===== src/hdl/lo_bias_pkg.sv =====
`default_nettype none

package lo_bias_pkg;

  // register offsets
  localparam logic [7:0] OSC_BUFFER_BIAS_ADDR = 8'h19;
  localparam logic [7:0] LOOP_BANDWIDTH_ADDR = 8'h1A;
  localparam logic [7:0] CAL_CONTROL_ADDR = 8'h1B;
  localparam logic [7:0] CAL_STATUS_ADDR = 8'h40;
  localparam logic [7:0] RESULT_A_ADDR = 8'h41;
  localparam logic [7:0] RESULT_B_ADDR = 8'h42;

  // field layout of oscillator_buffer_bias, msb first
  typedef struct packed {
    logic [1:0] pre;
    logic [2:0] rx;
    logic [2:0] tx;
  } bias_reg_t;

  // field layout of calibration_control, msb first
  typedef struct packed {
    logic start;
    logic dual;
    logic [1:0] wait_code;
    logic reserved;
    logic [2:0] step;
  } cal_reg_t;

  // reset values
  localparam logic [1:0] PRE_RST = 2'h1;
  localparam logic [2:0] RX_RST = 3'h4;
  localparam logic [2:0] TX_RST = 3'h5;
  localparam logic [7:0] LOOP_BANDWIDTH_RST = 8'h86;
  localparam logic [1:0] WAIT_RST = 2'h0;
  localparam logic [2:0] STEP_RST = 3'h5;
  localparam bias_reg_t BIAS_RST = '{pre: PRE_RST, rx: RX_RST, tx: TX_RST};
  localparam cal_reg_t CAL_RST = '{start: 1'b0, dual: 1'b0,
    wait_code: WAIT_RST, reserved: 1'b0, step: STEP_RST};

  // calibration times in reference-clock periods
  localparam int WAIT0_PERIODS = 90000;
  localparam int WAIT1_PERIODS = 110000;
  localparam int WAIT2_PERIODS = 130000;
  localparam int WAIT3_PERIODS = 200000;

  // calibration sequencer states
  typedef enum logic [1:0] {
    CAL_IDLE = 2'b01,
    CAL_RUN = 2'b10
  } cal_state_t;

endpackage

`default_nettype wire


===== src/hdl/lo_bias_and_pll_calibration_regs.sv =====
`timescale 1ns/1ps
`default_nettype none

module lo_bias_and_pll_calibration_regs
  import lo_bias_pkg::*;
#(
  parameter int WAIT0 = WAIT0_PERIODS,
  parameter int WAIT1 = WAIT1_PERIODS,
  parameter int WAIT2 = WAIT2_PERIODS,
  parameter int WAIT3 = WAIT3_PERIODS,
  parameter int CNT_W = 18
) (
  // clock, reset, enable
  input wire logic CLK,
  input wire logic SRST,
  input wire logic CE,
  // register port
  input wire logic [7:0] ADDR,
  input wire logic [7:0] WDATA,
  input wire logic WR,
  input wire logic RD,
  output logic [7:0] RDATA,
  // calibration environment
  input wire logic REF_TICK,
  input wire logic FREQ_SELECT,
  input wire logic [7:0] CAL_MEASURE,
  // bias settings
  output logic [3:0] PRE_BIAS_NUM,
  output logic [3:0] PRE_BIAS_DEN,
  output logic [2:0] RX_BUFFER_BIAS,
  output logic [2:0] TX_BUFFER_BIAS,
  output logic [7:0] LOOP_BANDWIDTH,
  // calibration outputs
  output logic CAL_ACTIVE,
  output logic [3:0] DAC_INITIAL_STEP,
  output logic [7:0] RESULT_A,
  output logic [7:0] RESULT_B
);

  // refuse parameters the counter cannot serve
  if (CNT_W < 2 || CNT_W > 30) begin : g_bad_width
    $error("counter width out of range");
  end
  if (WAIT0 < 1 || WAIT1 < 1 || WAIT2 < 1 || WAIT3 < 1) begin : g_bad_wait
    $error("calibration wait must be at least one period");
  end
  if (WAIT0 >= (1 << CNT_W) || WAIT1 >= (1 << CNT_W) ||
      WAIT2 >= (1 << CNT_W) || WAIT3 >= (1 << CNT_W)) begin : g_bad_fit
    $error("calibration wait does not fit the counter");
  end

  localparam logic [CNT_W-1:0] CNT_ONE = CNT_W'(1);

  bias_reg_t bias, next_bias;
  cal_reg_t cal, next_cal;
  logic [7:0] loop_bw, next_loop_bw;
  logic [7:0] next_rdata;
  logic [3:0] next_num, next_den;
  cal_state_t state, next_state;
  logic [CNT_W-1:0] count, next_count;
  logic [3:0] next_dac;
  logic [7:0] next_result_a, next_result_b;
  logic wr_bias, wr_loop, wr_cal;
  logic cal_end, start_edge, abort;
  cal_reg_t wcal;
  logic [CNT_W-1:0] start_periods;

  assign wcal = cal_reg_t'(WDATA);
  assign wr_bias = WR && (ADDR == OSC_BUFFER_BIAS_ADDR);
  assign wr_loop = WR && (ADDR == LOOP_BANDWIDTH_ADDR);
  assign wr_cal = WR && (ADDR == CAL_CONTROL_ADDR);
  assign cal_end = (state == CAL_RUN) && REF_TICK && (count == CNT_ONE);
  assign start_edge = wr_cal && wcal.start && (!cal.start || cal_end);
  assign abort = wr_cal && !wcal.start && (state == CAL_RUN);

  always_comb begin
    case (wcal.wait_code)
      2'h0: start_periods = CNT_W'(WAIT0);
      2'h1: start_periods = CNT_W'(WAIT1);
      2'h2: start_periods = CNT_W'(WAIT2);
      default: start_periods = CNT_W'(WAIT3);
    endcase
  end

  // register file next values
  always_comb begin
    next_bias = bias;
    next_loop_bw = loop_bw;
    next_cal = cal;
    next_rdata = 8'h00;
    if (cal_end) begin
      next_cal.start = 1'b0;
    end
    if (wr_bias) begin
      next_bias = bias_reg_t'(WDATA);
    end
    if (wr_loop) begin
      next_loop_bw = WDATA;
    end
    if (wr_cal) begin
      next_cal = wcal;
      next_cal.reserved = 1'b0;
    end
    if (RD) begin
      case (ADDR)
        OSC_BUFFER_BIAS_ADDR: next_rdata = bias;
        LOOP_BANDWIDTH_ADDR: next_rdata = loop_bw;
        CAL_CONTROL_ADDR: next_rdata = cal;
        CAL_STATUS_ADDR: next_rdata = {7'h00, state == CAL_RUN};
        RESULT_A_ADDR: next_rdata = RESULT_A;
        RESULT_B_ADDR: next_rdata = RESULT_B;
        default: next_rdata = 8'h00;
      endcase
    end
  end

  always_comb begin
    case (next_bias.pre)
      2'h0: begin
        next_num = 4'h1;
        next_den = 4'h1;
      end
      2'h1: begin
        next_num = 4'h2;
        next_den = 4'h3;
      end
      2'h2: begin
        next_num = 4'h1;
        next_den = 4'h2;
      end
      default: begin
        next_num = 4'h2;
        next_den = 4'h5;
      end
    endcase
  end

  always_ff @(posedge CLK) begin
    if (SRST) begin
      bias <= BIAS_RST;
      loop_bw <= LOOP_BANDWIDTH_RST;
      cal <= CAL_RST;
      RDATA <= 8'h00;
      PRE_BIAS_NUM <= 4'h2;
      PRE_BIAS_DEN <= 4'h3;
      RX_BUFFER_BIAS <= RX_RST;
      TX_BUFFER_BIAS <= TX_RST;
      LOOP_BANDWIDTH <= LOOP_BANDWIDTH_RST;
    end else if (CE) begin
      bias <= next_bias;
      loop_bw <= next_loop_bw;
      cal <= next_cal;
      RDATA <= next_rdata;
      PRE_BIAS_NUM <= next_num;
      PRE_BIAS_DEN <= next_den;
      RX_BUFFER_BIAS <= next_bias.rx;
      TX_BUFFER_BIAS <= next_bias.tx;
      LOOP_BANDWIDTH <= next_loop_bw;
    end
  end

  // calibration sequencer next values
  always_comb begin
    next_state = state;
    next_count = count;
    next_dac = DAC_INITIAL_STEP;
    next_result_a = RESULT_A;
    next_result_b = RESULT_B;
    case (state)
      CAL_IDLE: begin
        if (start_edge) begin
          next_state = CAL_RUN;
          next_count = start_periods;
          next_dac = {1'b0, wcal.step} + 4'h1;
        end
      end
      CAL_RUN: begin
        // an end in the abort cycle still stores
        if (cal_end) begin
          next_state = CAL_IDLE;
          if (cal.dual || !FREQ_SELECT) begin
            next_result_a = CAL_MEASURE;
          end
          if (cal.dual || FREQ_SELECT) begin
            next_result_b = CAL_MEASURE;
          end
          if (start_edge) begin
            next_state = CAL_RUN;
            next_count = start_periods;
            next_dac = {1'b0, wcal.step} + 4'h1;
          end
        end else if (abort) begin
          next_state = CAL_IDLE;
        end else if (REF_TICK) begin
          next_count = count - CNT_ONE;
        end
      end
      default: begin
        next_state = CAL_IDLE;
      end
    endcase
  end

  always_ff @(posedge CLK) begin
    if (SRST) begin
      state <= CAL_IDLE;
      count <= '0;
      CAL_ACTIVE <= 1'b0;
      DAC_INITIAL_STEP <= {1'b0, STEP_RST} + 4'h1;
      RESULT_A <= 8'h00;
      RESULT_B <= 8'h00;
    end else if (CE) begin
      state <= next_state;
      count <= next_count;
      CAL_ACTIVE <= (next_state == CAL_RUN);
      DAC_INITIAL_STEP <= next_dac;
      RESULT_A <= next_result_a;
      RESULT_B <= next_result_b;
    end
  end
endmodule

`default_nettype wire


===== config.mk =====
export PLATFORM = sky130hd
export DESIGN_NAME = lo_bias_and_pll_calibration_regs
export DESIGN_NICKNAME = d
export VERILOG_FILES = /design/src/hdl/lo_bias_pkg.sv /design/src/hdl/lo_bias_and_pll_calibration_regs.sv
export SDC_FILE = /design/constraint.sdc
export NUM_CORES = 1
export LEC_CHECK = 0
export BUFFER_PORTS_ARGS = -buffer_cell sky130_fd_sc_hd__buf_2
export CELL_PAD_IN_SITES_DETAIL_PLACEMENT = 0
export CELL_PAD_IN_SITES_GLOBAL_PLACEMENT = 1
export CORE_ASPECT_RATIO = 0.8
export CORE_MARGIN = 8
export CORE_UTILIZATION = 45
export CTS_CLUSTER_DIAMETER = 150
export DETAILED_ROUTE_END_ITERATION = 10
export GPL_ROUTABILITY_DRIVEN = 0
export GPL_TIMING_DRIVEN = 0
export PLACE_DENSITY = 0.84
export SLEW_MARGIN = 10
export SYNTH_ARGS = -nofsm -noshare
export SYNTH_HDL_FRONTEND = slang
export SYNTH_SLANG_ARGS = --single-unit
export TNS_END_PERCENT = 50

===== constraint.sdc =====
create_clock -name CLK -period 5.4 [get_ports CLK]
set_input_delay 1.08 -clock CLK [delete_from_list [all_inputs] [get_ports CLK]]
set_output_delay 1.08 -clock CLK [all_outputs]
set_load 0.02 [all_outputs]

==> results.ini <==
[power]
p_leak_nw = 2.12
p_total_mw = 1.29
p_comb_share_pct = 7.2
p_int_mw = 0.967
switchingPower_mw = 0.323
pwr-share-clk_pct = 49.1
p_seq_share_pct = 43.8
power_per_cell_area_nw_per_um2 = 254
peakVddDrop_v = 0.000147
swShare_pct = 25.0

[routing]
drc = 0
met1_length_um = 6370
drt-total-wl_um = 13500
via_per_inst = 5.92
wl_met2_um = 5640
first_pass_iters = 6
top_layer_used = met5
ant_nets = 0
vias = 4131
met3_length_um = 1330
drt-initial-drc-count = 346
wl_per_cell_um = 19.3

[setup_path]
cpMostUsedCell = nand2_1
cp_top_family = simple AND/OR/NAND/NOR gates
path_class = in -> reg
slowest_delay_ns = 0.52
cp.buffers_inverters = 2
required_ns = 5.61
slowest_stage = nor3_2
path_max_fanout = 10
worst_setup_path_end_kind = flip-flop
cp_cell_sequence = buf_2 -> clkbuf_1 -> nand2b_1 -> nor3_2 -> nand2_1 -> mux2_2 -> ha_1 -> nand2_1 -> o21ai_0 -> nand2_1
cp-start-kind = primary input
cp_data_arrival_time_ns = 3.27

[cts]
clock-sinks = 76
worstSkewPairLatency_ns = 0.35
clk_path_buf_depth = 2
cts-root-buf = clkbuf_16
numCtsBuffers = 9
path_clk_slew_ns = 0.06
cts_tree = yes
ctsHtreeMaxLevel = 3
cts.hold.buffers_added = 0
ctsResizeCount = 0
post-cts-setup-buffers = 0

[placement]
post_dp_cell_area_um2 = 4770
io_buffers = 75
dp.final_hpwl_um = 10200

[layout]
layout_common_cells = 82 x buf_2, 76 x dfxtp_1, 55 x nor2_1
final_common_cell = buf_2
syn2layout_area_growth_pct = 19.7
fin_nets = 621
drive_gt1_share_pct = 24.9
diodes = 0
fin_area_um2 = 5080
fillers = 848

[global_routing]
antenna_found_initial = 1
grt_pass1_vias = 3970
grt_usage_pct = 20.9
grt_start_max_net_pins = 15
grt_pass1_wl_um = 21200
overflow = 0

[yosys]
synth_warnings = 0
synth_edf_count = 0
synth_cells = 490
yosysSeqAreaShare_pct = 35.9
syn_area_per_cell_um2 = 8.66
ys_async_sr_fraction_pct = 0
synth_ff_type = dfxtp_1
yosysUniqueCellTypes = 73
ys_ff_latch = 76
syn_area_um2 = 4240

[sta]
hold_violations = 0
fin_crit_sh_pct = 56.6
finalSetupViolCount = 0
clock.fmax_mhz = 327
grt_setup_unrepaired = no
slew_viol_final = 0
worst_pin_slew_ns = 1.25
slew_headroom_pct = 15.8
period_minus_slack_ns = 3.06
tns_ns = 0
finClkSkew_ns = 0.0115

[die]
start_util_pct = 46.5
die_w_um = 125
fp.dieArea_um2 = 12800
num_rows = 31
coreArea_um2 = 9110
pin_count = 82
die_y_um = 103

[outcome]
outcome = finished clean

[run]
max-cap-violations = 0

[hold_path]
worstHoldPathType = reg -> reg

-- per-stage QoR --
step | instances | setup slack, ns | hold WS [ns] | util [%]
3_3_place_gp | 682 | 2.08 | 0.449 | 52.3
4_1_cts | 698 | 2.40 | 0.473 | 55.7
5_1_grt | 698 | 2.20 | 0.490 | 55.7
6_report | 698 | 2.34 | 0.472 | 55.7
2_1_floorplan | 492 | 2.58 | 0.441 | -
3_5_place_dp | 682 | 2.05 | 0.456 | 52.3
-- power groups by stage --
stage	registers (mW)	clock network (mW)	logic [mW]
final	0.565	0.633	0.0924
after global routing	0.565	0.663	0.0999
after CTS	0.564	0.640	0.0909
after detailed placement	0.577	0	0.0901
after global placement	0.577	0	0.0892
after floorplan	0.577	0	0.0553
-- flip-flops by register name, summed over array words and instances (netlist names), 3 cells and up --
| signal | flops |
|---|---|
| cal | 7 |
| RDATA | 8 |
| DAC_INITIAL_STEP | 4 |
| bias | 8 |
| count | 18 |
| RESULT_A | 8 |
| loop_bw | 8 |
| PRE_BIAS_DEN | 3 |
| RESULT_B | 8 |
-- area by class of cell --
| type | instances | area, um2 | area share [%] |
|---|---|---|---|
| buffer | 29 | 159 | 3.13 |
| clock buffer | 10 | 239 | 4.71 |
| clock inverter | 6 | 70.1 | 1.38 |
| inverter | 17 | 63.8 | 1.26 |
| multi-input combinational | 370 | 2500 | 49.3 |
| sequential | 76 | 1520 | 30.0 |
| tap | 115 | 144 | 2.83 |
| timing repair buffer | 75 | 375 | 7.39 |
-- metal layers --
| layer | track usage (%) | vias to the layer above |
|---|---|---|
| li1 | - | 1961 |
| met1 | 29.0 | 1965 |
| met2 | 30.2 | 189 |
| met3 | 6.94 | 14 |
| met4 | 5.17 | 2 |
| met5 | 0 | - |
-- cell usage after synthesis (4+ instances only) --
cell type / number / area share, %
dfxtp_1: 76 / 36
nor2_1: 55 / 4.9
nand2_1: 51 / 4.5
mux2i_1: 35 / 8.3
a21oi_1: 24 / 2.8
nor3_1: 19 / 2.2
o21ai_0: 18 / 2.1
inv_1: 17 / 1.5
ha_1: 12 / 3.5
nand2b_1: 12 / 1.8
buf_4: 11 / 1.9
clkbuf_1: 11 / 0.97
and3_1: 8 / 1.2
nand3_1: 8 / 0.94
a22oi_1: 7 / 1.2
buf_2: 7 / 0.83
nor4_1: 6 / 0.89
a211oi_1: 5 / 0.89
nand4_1: 5 / 0.74
o22ai_1: 5 / 0.74
a21o_1: 4 / 0.71
a221oi_1: 4 / 0.83
a222oi_1: 4 / 0.94
and2_1: 4 / 0.59
nor3_2: 4 / 0.94
o211ai_1: 4 / 0.71
o32ai_1: 4 / 0.83
-- worst paths after layout --
| path | end | depth (start not counted) | slack [ns] | from |
|---|---|---|---|---|
| max | PRE_BIAS_DEN[1]$_SDFFE_PP1P_ | 10 | 2.34 | ADDR[0] |
| min | DAC_INITIAL_STEP[1]$_SDFFE_PP1P_ | 2 | 0.47 | DAC_INITIAL_STEP[1]$_SDFFE_PP1P_ |
| max reg2reg | count[6]$_SDFFE_PP0P_ | 8 | 2.92 | state[0]$_SDFFE_PP1P_ |
| min reg2reg | DAC_INITIAL_STEP[1]$_SDFFE_PP1P_ | 2 | 0.47 | DAC_INITIAL_STEP[1]$_SDFFE_PP1P_ |
-- worst reg2reg max path, delay by kind of cell, from the launching register on --
family,cells,cell delay [ns]
flops,1,0.35
simple gates,4,0.85
buf+inv,1,0.09
compound gates,2,0.89
fa+ha+maj,1,0.18
-- kinds of logic (layout without fill, tap and decap cells) --
kind of cell	Yosys count	after routing	synth area share (%)
adder cells (fa/ha/maj)	12	12	3.54
AND/OR/NAND/NOR	199	199	25.3
buffers and inverters	46	137	5.25
multiplexers	38	38	9.06
XOR/XNOR	4	4	0.826
AO/OA/AOI/OAI	114	114	20.1
flip-flops	76	76	35.9
other	1	3	0.0884
(Power assumes the default switching activity.)
